--- config.mk ---
export PLATFORM = sky130hd
export DESIGN_NAME = dsz_or_exec
export DESIGN_NICKNAME = d
export VERILOG_FILES = /design/src/dsz_or_pkg.sv /design/src/dsz_or_exec.sv
export SDC_FILE = /design/constraint.sdc
export NUM_CORES = 1
export LEC_CHECK = 0
export BUFFER_PORTS_ARGS = -buffer_cell sky130_fd_sc_hd__buf_4
export CORE_UTILIZATION = 45
export DETAILED_ROUTE_END_ITERATION = 6
export PLACE_DENSITY = 0.75
export SLEW_MARGIN = 20
export SYNTH_ARGS = -nofsm -noshare
export SYNTH_HDL_FRONTEND = slang
export SYNTH_SLANG_ARGS = --single-unit
--- constraint.sdc ---
create_clock -name i_clk -period 1.7 [get_ports i_clk]
set_input_delay 0.34 -clock i_clk [delete_from_list [all_inputs] [get_ports i_clk]]
set_output_delay 0.34 -clock i_clk [all_outputs]
set_load 0.02 [all_outputs]
--- src/dsz_or_pkg.sv ---
//------------------------------------------------------------------------------
// Purpose: Shared constants and types for the decrement-skip and OR executor.
// Assumes: 12-bit instruction words and an 8-bit datapath with 32 file registers.
// Notes:   Opcode patterns are matched under a mask; x bits of a pattern are zero.
//------------------------------------------------------------------------------
package dsz_or_pkg;

  //----------------------------------------------------------------------------
  // Widths and field positions
  //----------------------------------------------------------------------------
  localparam int INSTR_W = 12;
  localparam int DATA_W = 8;
  localparam int ADDR_W = 5;
  localparam int DEST_BIT = 5;
  localparam int LIT_LSB = 0;
  localparam int ADDR_LSB = 0;

  //----------------------------------------------------------------------------
  // Opcode masks and patterns
  //----------------------------------------------------------------------------
  localparam logic [INSTR_W-1:0] MASK_FILE_OP = 12'h0fc0;
  localparam logic [INSTR_W-1:0] MASK_LIT_OP = 12'h0f00;
  localparam logic [INSTR_W-1:0] PAT_DECREMENT_SKIP_ZERO = 12'h02c0;
  localparam logic [INSTR_W-1:0] PAT_OR_LITERAL_INTO_ACCUMULATOR = 12'h0d00;
  localparam logic [INSTR_W-1:0] PAT_OR_ACCUMULATOR_WITH_FILE = 12'h0100;

  //----------------------------------------------------------------------------
  // Reset values and arithmetic constants
  //----------------------------------------------------------------------------
  localparam logic [DATA_W-1:0] ACCUM_RESET = 8'h00;
  localparam logic [DATA_W-1:0] DATA_ZERO = 8'h00;
  localparam logic [DATA_W-1:0] DATA_ONE = 8'h01;
  localparam logic [ADDR_W-1:0] ADDR_RESET = 5'h00;
  localparam logic DEST_ACCUM = 1'b0;

  //----------------------------------------------------------------------------
  // Types
  //----------------------------------------------------------------------------
  typedef enum logic [1:0] {
    ST_RUN,
    ST_SQUASH
  } exec_state_t;

  // One write toward the file register memory.
  typedef struct packed {
    logic we;
    logic [ADDR_W-1:0] addr;
    logic [DATA_W-1:0] data;
  } file_write_t;

endpackage : dsz_or_pkg

--- src/dsz_or_exec.sv ---
//------------------------------------------------------------------------------
// Purpose: Executes decrement_skip_zero, or_literal_into_accumulator and
//          or_accumulator_with_file for a small 8-bit core.
// Assumes: Fetch offers one word a cycle with a valid flag on the same clock,
//          and the file memory returns the data at the word's low five bits in
//          the same cycle, without delay.
// Notes:   All outputs are registered, so results appear one edge after the
//          word is taken; other opcodes retire with no effect here.
//------------------------------------------------------------------------------
`timescale 1ns/1ps

module dsz_or_exec
  import dsz_or_pkg::*;
(
  input wire logic i_clk, // Core instruction clock, 100 MHz.
  input wire logic i_resetn, // Asynchronous reset, active low.
  input wire logic i_instr_valid, // A fetched word is offered this cycle.
  input wire logic [INSTR_W-1:0] i_instr, // The fetched word.
  input wire logic [DATA_W-1:0] i_file_rdata, // File contents at the word's address.
  output logic [DATA_W-1:0] o_accum, // Accumulator.
  output logic o_zero, // Zero flag.
  output logic o_file_we, // One-cycle file write strobe.
  output logic [ADDR_W-1:0] o_file_addr, // File write address.
  output logic [DATA_W-1:0] o_file_wdata, // File write data.
  output logic o_skip, // Pulse: prefetched word will be discarded.
  output logic o_nop_slot, // Pulse: a discarded word retired as no_operation.
  output logic o_retired // Pulse: an executed word retired.
);

  //----------------------------------------------------------------------------
  // Helper functions
  //----------------------------------------------------------------------------

  // Masked opcode compare, shared by all three decoders.
  function automatic logic op_match(input logic [INSTR_W-1:0] word,
                                    input logic [INSTR_W-1:0] mask,
                                    input logic [INSTR_W-1:0] pattern);
    op_match = (word & mask) == pattern;
  endfunction : op_match

  // All-zero test, used for the zero flag and for the skip decision.
  function automatic logic is_zero(input logic [DATA_W-1:0] value);
    is_zero = value == DATA_ZERO;
  endfunction : is_zero

  //----------------------------------------------------------------------------
  // Decode
  //----------------------------------------------------------------------------
  logic dec_dsz;
  logic dec_orl;
  logic dec_orf;
  logic dest_file;
  logic [ADDR_W-1:0] f_addr;
  logic [DATA_W-1:0] literal;
  logic [DATA_W-1:0] dec_result;
  logic [DATA_W-1:0] orl_result;
  logic [DATA_W-1:0] orf_result;

  // Field extraction and the three candidate results.
  assign dec_dsz = op_match(i_instr, MASK_FILE_OP, PAT_DECREMENT_SKIP_ZERO);
  assign dec_orl = op_match(i_instr, MASK_LIT_OP, PAT_OR_LITERAL_INTO_ACCUMULATOR);
  assign dec_orf = op_match(i_instr, MASK_FILE_OP, PAT_OR_ACCUMULATOR_WITH_FILE);
  assign dest_file = i_instr[DEST_BIT] != DEST_ACCUM;
  assign f_addr = i_instr[ADDR_LSB +: ADDR_W];
  assign literal = i_instr[LIT_LSB +: DATA_W];
  assign dec_result = i_file_rdata - DATA_ONE;
  assign orl_result = o_accum | literal;
  assign orf_result = o_accum | i_file_rdata;

  //----------------------------------------------------------------------------
  // Execute state
  //----------------------------------------------------------------------------
  exec_state_t state_reg;
  exec_state_t state_next;
  logic [DATA_W-1:0] accum_reg;
  logic [DATA_W-1:0] accum_next;
  logic zero_reg;
  logic zero_next;
  file_write_t fw_reg;
  file_write_t fw_next;
  logic skip_reg;
  logic skip_next;
  logic nop_reg;
  logic nop_next;
  logic retired_reg;
  logic retired_next;

  // Next-state logic. In ST_SQUASH the next offered word is already fetched and
  // must not act, so it is swallowed whole; this is why the skip costs a cycle.
  always_comb begin
    state_next = state_reg;
    accum_next = accum_reg;
    zero_next = zero_reg;
    fw_next = '{we: 1'b0, addr: fw_reg.addr, data: fw_reg.data};
    skip_next = 1'b0;
    nop_next = 1'b0;
    retired_next = 1'b0;
    unique case (state_reg)
      ST_SQUASH: begin
        if (i_instr_valid) begin
          nop_next = 1'b1;
          state_next = ST_RUN;
        end
      end
      ST_RUN: begin
        if (i_instr_valid) begin
          retired_next = 1'b1;
          if (dec_dsz) begin
            // Flags are left alone on purpose.
            if (dest_file) begin
              fw_next = '{we: 1'b1, addr: f_addr, data: dec_result};
            end else begin
              accum_next = dec_result;
            end
            if (is_zero(dec_result)) begin
              skip_next = 1'b1;
              state_next = ST_SQUASH;
            end
          end else if (dec_orl) begin
            accum_next = orl_result;
            zero_next = is_zero(orl_result);
          end else if (dec_orf) begin
            if (dest_file) begin
              fw_next = '{we: 1'b1, addr: f_addr, data: orf_result};
            end else begin
              accum_next = orf_result;
            end
            zero_next = is_zero(orf_result);
          end
        end
      end
      default: begin
        state_next = ST_RUN;
      end
    endcase
  end

  // Registers only; every output below is one of these flops.
  always_ff @(posedge i_clk or negedge i_resetn) begin
    if (!i_resetn) begin
      state_reg <= ST_RUN;
      accum_reg <= ACCUM_RESET;
      zero_reg <= 1'b0;
      fw_reg <= '{we: 1'b0, addr: ADDR_RESET, data: DATA_ZERO};
      skip_reg <= 1'b0;
      nop_reg <= 1'b0;
      retired_reg <= 1'b0;
    end else begin
      state_reg <= state_next;
      accum_reg <= accum_next;
      zero_reg <= zero_next;
      fw_reg <= fw_next;
      skip_reg <= skip_next;
      nop_reg <= nop_next;
      retired_reg <= retired_next;
    end
  end

  //----------------------------------------------------------------------------
  // Outputs
  //----------------------------------------------------------------------------
  assign o_accum = accum_reg;
  assign o_zero = zero_reg;
  assign o_file_we = fw_reg.we;
  assign o_file_addr = fw_reg.addr;
  assign o_file_wdata = fw_reg.data;
  assign o_skip = skip_reg;
  assign o_nop_slot = nop_reg;
  assign o_retired = retired_reg;

  //----------------------------------------------------------------------------
  // Assertions
  //----------------------------------------------------------------------------
  logic run_take;
  assign run_take = i_instr_valid && (state_reg == ST_RUN);
endmodule : dsz_or_exec

* Yosys cells after proc, flatten, opt, wreduce, memory -nomap -nowiden
Index checks and enable logic that the tools add are counted.
** Word-level totals
- Output and inout bits :: 26
- Register bits after elaboration :: 28
** Cells by class
- Multiplexer cells :: 26
- $add $sub $neg :: 1
- Bitwise gates (word level) :: 3
- Reductions and logical operators :: 11
- Equality and inequality tests :: 13
** Operators with widths (count)
- 14-bit two-way mux :: 7
- 8-bit two-way mux :: 5
- 8-bit zero test :: 3
- 8-bit OR :: 2
- 2-bit inequality test, second input constant :: 7
- 1-bit two-way mux :: 9
- 2-bit two-way mux :: 4
- 4-bit AND reduction :: 2
- 8-bit by 1-bit subtractor with 8-bit output, second input constant :: 1
- 6-bit by 3-bit == test with 1-bit output, second input constant :: 1
- 6-bit by 4-bit == test with 1-bit output, second input constant :: 1
- 3-bit inequality test, second input constant :: 2
- 6-bit AND reduction :: 1
- 5-bit AND reduction :: 1
- 4-bit == test, second input constant :: 1
- 2-bit case mux with 2 select lines :: 1
- 2-bit nonzero test :: 2
- 3-bit nonzero test :: 1
- 2-bit by 1-bit == test with 1-bit output, second input constant :: 1
- 2-bit zero test :: 1
- 1-bit NOT :: 1

* Longest topological paths before layout
Gate-level depths: netlist of the first run.
- Depth in word-level cells :: 7
- Gate-level depth with buffers :: 7
- Gate-level depth less buffers :: 6

* Worst setup path before layout of the first run
OpenSTA, ideal clock, no wires.
- Path type :: input to register
- Start :: input i_file_rdata[2]
- End :: register state_reg[0]
- Required time :: 1.605 ns
- Buffers on the path :: 1
- Stages on the path :: 5
- Arrival :: 1.825 ns
- Setup slack :: -0.220 ns
- Path through :: or3_1 -> buf_6 -> o31a_1 -> or4_4 -> o32ai_2
** Between the ends
- Cells in the longest elaborated chain, start to end :: 4
** Ends and longest elaborated chain
- start: declaration :: RTL line dsz_or_exec.sv:19 : input wire logic [DATA_W-1:0] i_file_rdata,
- 8-bit by 1-bit subtractor with 8-bit output :: RTL line dsz_or_exec.sv:66 : assign dec_result = i_file_rdata - DATA_ONE;
- 8-bit zero test :: RTL line dsz_or_exec.sv:43 : is_zero = value == DATA_ZERO;
- 2-bit inequality test (no line)
- 4-bit AND reduction (no line)
- end signal: assignment :: RTL line dsz_or_exec.sv:149 : state_reg <= state_next;
- end: declaration :: RTL line dsz_or_exec.sv:73 : exec_state_t state_reg;
No other way between the ends.
A chain may end at the register's enable or synchronous reset.

* Final worst setup path of the first run
- Start :: register state_reg[0]
- End :: register state_reg[0]
** Between the ends
- Cells in the longest elaborated chain, start to end :: 3
- Elaborated cells on any way between the ends :: 8
- Classes of those cells :: 5 x eq/ne; 1 x mux; 2 x reduce/logical
** Ends and longest elaborated chain
- 2-bit by 1-bit == test with 1-bit output or 2-bit zero test (tied branches) :: RTL line dsz_or_exec.sv:98 : unique case (state_reg)
- 2-bit inequality test (no line)
- 4-bit AND reduction (no line)
Parallel ways exist; a longest one is shown, timed or not.

==> reports/metrics.yaml, run 1 <==
run_status:
  status: "complete, no violations"
worst_hold_path:
  whs_path_depth: 2
  min_to: "state_reg[0]$_DFFE_PN0P_"
  hold_class: "in -> reg"
  hold_path.startpoint: "i_instr_valid"
routing:
  drtIter0Drc: 158
  vias: 1904
  drc: 0
  first_pass_iters: 4
  antenna_left: 0
  vias_per_cell: 5.858
  wirelength_um: 5602
  wl_per_cell_um: 17.24
power_and_ir_drop:
  p_comb_share_pct: 32.4
  power_leakage_uw: 0.001121
  power.total_uw: 1686
  vdd_drop_max_v: 0.0003544
  clock_power_share_pct: 22.1
  power_density_nw_per_um2: 674.9
  internal_power_uw: 1137
  p_sw_uw: 549.6
  seq_power_share_pct: 45.4
  p_sw_share_pct: 32.59
placed_design:
  portBuffers: 48
  gp_congestion: 0.9178
  hpwl_um: 4251
logic_synthesis:
  syn-num-nets: 222
  synth_top_area_share_pct: 39.13
  syn_area_per_cell_um2: 8.765
  yosysUniqueCellTypes: 49
  yosys_warnings: 0
  synth_area_leader_cell: "dfrtp_1"
  dominantRegCellSynth: "dfrtp_1"
  synth_area_leaders: "dfrtp_1 39%, nand2_1 5.4%, o211ai_1 4.8%, nor3_1 3.2%, clkbuf_1 2.8%"
  ys_ff_latch: 27
  synth-async-reset-ratio_pct: 100.0
  synth_edf_count: 0
  seq_area_frac_synth_pct: 39.13
  synthCells: 197
  syn-cell-area_um2: 1727
timing:
  setup_tns_ns: 0
  rsz0062_at_grt: "false"
  max_freq_mhz: 631.4
  slew_violations: 0
  clock_skew_ns: 0.002200
  tightestPinTransition_ns: 0.4403
  finalCritPeriodShare_pct: 93.16
  period_needed_ns: 1.584
  finalHoldViolCount: 0
  setup_viol_count_final: 0
  max_slew_margin_pct: 70.63
floorplanning:
  dieHeight_um: 63.95
  io_pins: 49
  initial_core_util_pct: 47.16
  core-area_um2: 3661
  core.rowCount: 22
  die_w_um: 63.95
  dieArea_um2: 4089
global_routing:
  gr-total-overflow: 0
  grt_start_max_net_pins: 28
  grt_pass1_wl_um: 9232
  track_usage_pct: 29.65
  antenna_found_initial: 0
  grt_pass1_vias: 1829
clocking:
  cts-root-buf: "clkbuf_8"
  cts_tree: "done"
  cts_sinks: 27
  htree_levels: 1
  clockBufferDepth: 2
  insertion_delay_ns: 0.27
  clk_pin_slew_ns: 0.09
  cts_buffers: 3
final_layout:
  area_growth_pct: 44.71
  mostFrequentLayoutCells: "87 x buf_4, 27 x dfrtp_1, 25 x nand2_1"
  fin_util_pct: 68.25
  nets: 303
  diodes: 0
  fill_cells: 332
  drive_above_1_share_pct: 37.91
  final_common_cell: "buf_4"
run:
  maxCapViolCount: 0
setup_path:
  critPathRequiredTime_ns: 1.88
  rr_worst_depth: 4
  crit_fanout: 3
  crit_type: "reg -> reg"
  worstSetupEndpointType: "flop"
  r2r-start: "state_reg[0]$_DFFE_PN0P_"
  worst-r2r-setup-slack_ns: 0.12
  start_kind: "flop"
  worstPathArrival_ns: 1.76
  r2r_end: "state_reg[0]$_DFFE_PN0P_"
==> cell families after synthesis <==
kind of cell / synth area share [%]
buffers and inverters: 5.652
and+or+nand+nor: 25.00
adders and majority gates: 1.449
xor gates and xnor gates: 1.015
muxes: 2.609
AOI/OAI and AO/OA: 25.15
DFF: 39.13
==> synth_stat cells, types with 3 or more instances <==
library cell / count
a2bb2oi_1: 5
a21oi_1: 3
o21ai_0: 8
nor4_1: 6
dfrtp_1: 27
mux2_2: 4
a31oi_1: 7
a211oi_1: 3
nand2_1: 25
nor3_1: 11
or3_1: 3
o211ai_1: 11
nand2b_1: 3
clkbuf_1: 13
nand4b_1: 3
o2111ai_1: 4
nor2_1: 9
inv_1: 9
or4_1: 3
==> how the worst max path moves through the flow <==
stage	start	end	slack, ns	depth (start not counted)
2_1_floorplan	i_file_rdata[2]	state_reg[0]$_DFFE_PN0P_	-0.10	5
3_3_place_gp	i_file_rdata[0]	o_file_wdata[6]$_DFFE_PN0P_	-0.09	7
3_5_place_dp	i_file_rdata[2]	state_reg[0]$_DFFE_PN0P_	-0.19	5
4_1_cts	state_reg[0]$_DFFE_PN0P_	state_reg[0]$_DFFE_PN0P_	0.07	4
5_1_grt	state_reg[0]$_DFFE_PN0P_	state_reg[0]$_DFFE_PN0P_	0.04	4
6_report	state_reg[0]$_DFFE_PN0P_	state_reg[0]$_DFFE_PN0P_	0.12	4
==> power groups by stage <==
stage / registers (µW) / logic (µW) / clock network (µW)
after CTS: 765 / 543 / 383
after floorplan: 856 / 165 / 0
after global placement: 772 / 533 / 0
after global routing: 772 / 591 / 408
after detailed placement: 776 / 539 / 0
final: 766 / 547 / 373
==> routing by layer <==
metal	GRT usage (%)	up-vias	routed length, µm
met4	11.65	0	123
li1	-	904	-
met2	44.95	93	2544
met5	0	-	0
met1	43.62	898	2553
met3	2.143	9	380
==> metrics by stage <==
step	worst slack, ns	hold slack, ns	cell area (µm²)	std cells
global placement	-0.09267	0.2705	2417	319
CTS	0.07494	0.2697	2476	324
global route	0.04193	0.2770	2499	325
floorplan	-0.1026	0.04441	1754	197
detailed placement	-0.1876	0.2751	2417	319
finish	0.1162	0.2742	2499	325
==> cell type report <==
type | count | area [µm²] | share of cell area [%]
multi-input combinational | 146 | 970.9 | 38.86
timing repair buffer | 90 | 703.2 | 28.14
sequential | 27 | 675.6 | 27.04
tap | 48 | 60.06 | 2.404
clock buffer | 3 | 41.29 | 1.652
inverter | 10 | 40.04 | 1.602
clock inverter | 1 | 7.507 | 0.3005
==> worst max-delay path, stage by stage, from the launching register on <==
cell and delay [ns]:
dfrtp_1 0.44, nor2b_2 0.16, nand4b_1 0.11, or4_4 0.55, o32ai_2 0.23
==> what timing repair did <==
action,in CTS,in global routing
hold buffers,1,0
setup buffers,0,1
gates resized for setup,0,1
setup endpoints to repair,0,5
hold endpoints to repair,27,0
No activity file was read; power rests on OpenSTA's default activity.
==> inputs of run 2 (changes only) <==
--- a/config.mk
+++ b/config.mk
@@ -8,6 +8,7 @@
 export BUFFER_PORTS_ARGS = -buffer_cell sky130_fd_sc_hd__buf_4
 export CORE_UTILIZATION = 45
 export DETAILED_ROUTE_END_ITERATION = 6
+export MAX_ROUTING_LAYER = met4
 export PLACE_DENSITY = 0.75
 export SLEW_MARGIN = 20
 export SYNTH_ARGS = -nofsm -noshare
==> reports/metrics.yaml, run 2 (synthesized netlist as in run 1, its figures left out) <==
run_status:
  status: "complete, no violations"
routing:
  antenna_left: 0
  first_pass_iters: 4
  wl_met3_um: 322
  dr_wl_met2_um: 2456
  wirelength_um: 5365
  drtIter0Drc: 126
  vias_per_cell: 5.813
  drc: 0
  topRoutingLayerUsed: "met4"
  wl_met1_um: 2476
  wl_per_cell_um: 16.71
  vias: 1866
timing:
  max_freq_mhz: 641.8
  finalCritPeriodShare_pct: 91.66
  period_needed_ns: 1.558
  tightestPinTransition_ns: 0.4303
  setup_viol_count_final: 0
  worst_slack_ns: 0.1418
  rsz0062_at_grt: "false"
  finalHoldViolCount: 0
  fin_hold_ws_ns: 0.2613
  clock_skew_ns: 0.001718
  max_slew_margin_pct: 71.29
  slew_violations: 0
clocking:
  clockBufferDepth: 2
  cts_sinks: 27
  cts_tree: "done"
  cts_buffers: 3
  clk_pin_slew_ns: 0.10
  htree_levels: 1
  insertion_delay_ns: 0.27
  cts-root-buf: "clkbuf_8"
floorplanning:
  io_pins: 49
  dieArea_um2: 4089
  initial_core_util_pct: 47.16
  die_w_um: 63.95
  dieHeight_um: 63.95
  core.rowCount: 22
  core-area_um2: 3661
placed_design:
  portBuffers: 48
  post-place-ws_ns: -0.1523
  hpwl_um: 4172
  place_area_um2: 2387
  gp_congestion: 0.9561
power_and_ir_drop:
  vdd_drop_max_v: 0.0002908
  power_density_nw_per_um2: 675.2
  power_leakage_uw: 0.001099
setup_path:
  path_buf_inv: 1
  worstSetupEndpointType: "flop"
  worstPathArrival_ns: 1.74
  critPathRequiredTime_ns: 1.89
  crit_type: "in -> reg"
  start_kind: "primary input"
  path_cells: "buf_4, or3_1, o31a_1, or4_4, o32ai_2"
  crit_fanout: 2
  max_stage_delay_ns: 0.43
  crit_family: "simple AND/OR/NAND/NOR gates"
  cp_slowest_cell: "or4_4"
global_routing:
  track_usage_pct: 28.86
  gr-total-overflow: 0
  grt_start_max_net_pins: 28
  antenna_found_initial: 0
  grt_pass1_wl_um: 8790
  grt_pass1_vias: 1795
final_layout:
  final_common_cell: "buf_4"
  drive_above_1_share_pct: 36.63
  area_growth_pct: 42.83
  nets: 299
  mostFrequentLayoutCells: "83 x buf_4, 27 x dfrtp_1, 25 x nand2_1"
  diodes: 0
  design_area_um2: 2466
  fill_cells: 328
  fin_util_pct: 67.36
run:
  maxCapViolCount: 0
worst_hold_path:
  hold_class: "in -> reg"
## run 2: cell types whose count changed in the layout (fill, tap and decap cells not counted), sizes merged
cell | before | now
buf | 89 | 85
## run 2: worst paths after layout
path	start	endpoint	slack, ns	depth (start not counted)
min	i_instr_valid	state_reg[0]$_DFFE_PN0P_	0.26	2
max reg2reg	state_reg[0]$_DFFE_PN0P_	state_reg[0]$_DFFE_PN0P_	0.14	4
min in group asynchronous	i_resetn	o_skip$_DFF_PN0_	0.51	2
max	i_file_rdata[2]	state_reg[0]$_DFFE_PN0P_	0.14	5
min reg2reg	o_file_addr[2]$_DFFE_PN0P_	o_file_addr[2]$_DFFE_PN0P_	0.49	2
max in group asynchronous	i_resetn	o_file_wdata[2]$_DFFE_PN0P_	0.93	2
## run 2: layout make-up
cell class | instances | area (µm²) | area share, %
timing repair buffer | 86 | 673.1 | 27.30
sequential | 27 | 675.6 | 27.40
clock inverter | 1 | 7.507 | 0.3044
clock buffer | 3 | 41.29 | 1.674
tap | 48 | 60.06 | 2.435
inverter | 10 | 40.04 | 1.624
multi-input combinational | 146 | 968.4 | 39.27
## run 2: per-layer routing
metal	vias up	global-route usage, %
met3	11	2.143
met2	74	43.62
li1	894	-
met4	0	11.36
met1	887	40.11
met5	-	-
## run 2: worst reg2reg max path, delay by kind of cell (launching register included)
family / cells / cell delay, ns
and+or+nand+nor: 3 / 0.85
DFF: 1 / 0.42
AOI/OAI and AO/OA: 1 / 0.20
## run 2: repair_timing
item / in CTS / in global routing
gates resized for setup: 0 / 0
endpoints found under the setup margin: 0 / 2
hold endpoints to repair: 27 / 0
setup buffers: 0 / 1
hold buffers: 1 / 0
## run 2: power breakdown
| part | switching [µW] | internal (µW) |
|---|---|---|
| clock network | 212 | 166 |
| logic | 273 | 249 |
| registers | 55.2 | 711 |
| total | 540 | 1130 |
## run 2: through the flow
stage,instances,power (µW),setup TNS [ns]
after floorplan,197,1021,-0.1304
after global placement,315,1291,-0.7520
after detailed placement,315,1297,-0.9564
after CTS,320,1666,0
after global routing,321,1746,0
final,321,1665,0
==> inputs of run 3 (changes only) <==
==> constraint.sdc (replaced) <==
create_clock -name i_clk -period 1.5 [get_ports i_clk]
set_input_delay 0.3 -clock i_clk [delete_from_list [all_inputs] [get_ports i_clk]]
set_output_delay 0.3 -clock i_clk [all_outputs]
set_load 0.02 [all_outputs]
==> reports/metrics.yaml, run 3 (synthesized netlist as in run 1, its figures left out) <==
setup_path:
  rr_worst_depth: 4
  r2r-start: "state_reg[0]$_DFFE_PN0P_"
  worstPathArrival_ns: 1.71
  critPathRequiredTime_ns: 1.68
  r2r_end: "state_reg[0]$_DFFE_PN0P_"
  worst-r2r-setup-slack_ns: 0
  start_kind: "primary input"
  crit_type: "in -> reg"
  crit_fanout: 3
  worstSetupEndpointType: "flop"
global_routing:
  antenna_found_initial: 0
  grt_pass1_wl_um: 9287
  track_usage_pct: 30.34
  grt_start_max_net_pins: 28
  gr-total-overflow: 0
  grt_pass1_vias: 1911
timing:
  max_freq_mhz: 654.0
  slew_violations: 0
  finalHoldViolCount: 0
  max_slew_margin_pct: 71.06
  worst_slack_ns: -0.02907
  rsz0062_at_grt: "true"
  finalCritPeriodShare_pct: 101.9
  period_needed_ns: 1.529
  tightestPinTransition_ns: 0.4315
  clock_skew_ns: 0.002731
  setup_viol_count_final: 1
clocking:
  insertion_delay_ns: 0.27
  clk_pin_slew_ns: 0.10
  cts_buffers: 3
  clockBufferDepth: 2
  htree_levels: 1
  cts-root-buf: "clkbuf_8"
  cts_sinks: 27
  cts_tree: "done"
power_and_ir_drop:
  power_density_nw_per_um2: 735.0
  p_sw_uw: 620.4
  clock_power_share_pct: 21.4
  p_comb_share_pct: 34.8
  p_sw_share_pct: 31.97
  vdd_drop_max_v: 0.0005652
  power.total_uw: 1940
  seq_power_share_pct: 43.8
  internal_power_uw: 1320
  power_leakage_uw: 0.001189
worst_hold_path:
  whs_path_depth: 3
  hold_path.startpoint: "i_instr[4]"
  min_to: "o_file_addr[4]$_DFFE_PN0P_"
  hold_class: "in -> reg"
placed_design:
  portBuffers: 48
  gp_congestion: 0.9869
  place_area_um2: 2502
  hpwl_um: 4237
  post-place-ws_ns: -0.3165
routing:
  first_pass_iters: 4
  wl_per_cell_um: 16.35
  drtIter0Drc: 126
  vias: 1948
  vias_per_cell: 5.798
  antenna_left: 0
  wirelength_um: 5494
  drc: 0
final_layout:
  mostFrequentLayoutCells: "95 x buf_4, 27 x dfrtp_1, 25 x nand2_1"
  final_common_cell: "buf_4"
  drive_above_1_share_pct: 43.40
  nets: 314
  area_growth_pct: 52.90
  design_area_um2: 2640
  diodes: 0
floorplanning:
  core.rowCount: 22
  initial_core_util_pct: 47.16
  die_w_um: 63.95
  dieHeight_um: 63.95
  core-area_um2: 3661
  io_pins: 49
  dieArea_um2: 4089
run:
  maxCapViolCount: 0
run_status:
  violations: "negative setup slack"
  status: "finished with violations"
[run 3: worst max-delay path by stage]
stage | slack, ns | cells past startpoint | to | from
6_report | -0.03 | 5 | state_reg[0]$_DFFE_PN0P_ | i_file_rdata[1]
5_1_grt | -0.07 | 4 | state_reg[0]$_DFFE_PN0P_ | state_reg[0]$_DFFE_PN0P_
4_1_cts | -0.007 | 5 | state_reg[0]$_DFFE_PN0P_ | i_file_rdata[1]
3_5_place_dp | -0.32 | 5 | state_reg[0]$_DFFE_PN0P_ | i_file_rdata[1]
3_3_place_gp | -0.30 | 5 | state_reg[0]$_DFFE_PN0P_ | i_file_rdata[1]
2_1_floorplan | -0.26 | 5 | state_reg[0]$_DFFE_PN0P_ | i_file_rdata[2]
[run 3: stage by stage]
stage               hold WS [ns]  cells  TNS (ns)  utilization [%]
global route              0.2421    336   -0.1385            72.11
finish                    0.2419    336  -0.02907            72.11
detailed placement        0.2342    329    -3.569            68.35
floorplan               0.004409    197   -0.6252                -
CTS                       0.2409    335  -0.01448            70.75
global placement          0.2327    329    -3.403            68.35
[run 3: cell type report]
cell class                      instances  area [µm²]
Fill cell                             308        1021
Multi-Input combinational cell        146        1011
Timing Repair Buffer                  101       788.3
Sequential cell                        27       675.6
Tap cell                               48       60.06
Inverter                               10       58.81
Clock buffer                            3       41.29
Clock inverter                          1       5.005
[run 3: layer usage]
metal / global-route usage [%] / routed length, µm / vias up
li1: - / - / 929
met1: 41.60 / 2454 / 919
met2: 48.01 / 2642 / 91
met3: 2.321 / 305 / 9
met4: 8.807 / 92 / 0
met5: - / 0 / -
[run 3: power by group through the flow]
stage | Clock, µW | Combinational, µW | Sequential (µW)
6_report | 415 | 676 | 850
5_1_grt | 466 | 728 | 859
4_1_cts | 423 | 667 | 851
3_5_place_dp | 0 | 655 | 864
3_3_place_gp | 0 | 651 | 860
2_1_floorplan | 0 | 191 | 970
[run 3: timing repair]
item                                    4_1_cts  5_1_grt
hold endpoints to repair                     27        0
endpoints found under the setup margin        6       16
pin swaps                                     1        2
resized for setup                             6       10
hold buffers                                  1        0
setup buffers                                 1        1
[run 3: critical path: stages]
cell and delay [ns]:
buf_12 0.12, or3_4 0.37, o31a_1 0.30, or4_4 0.43, o32ai_2 0.20
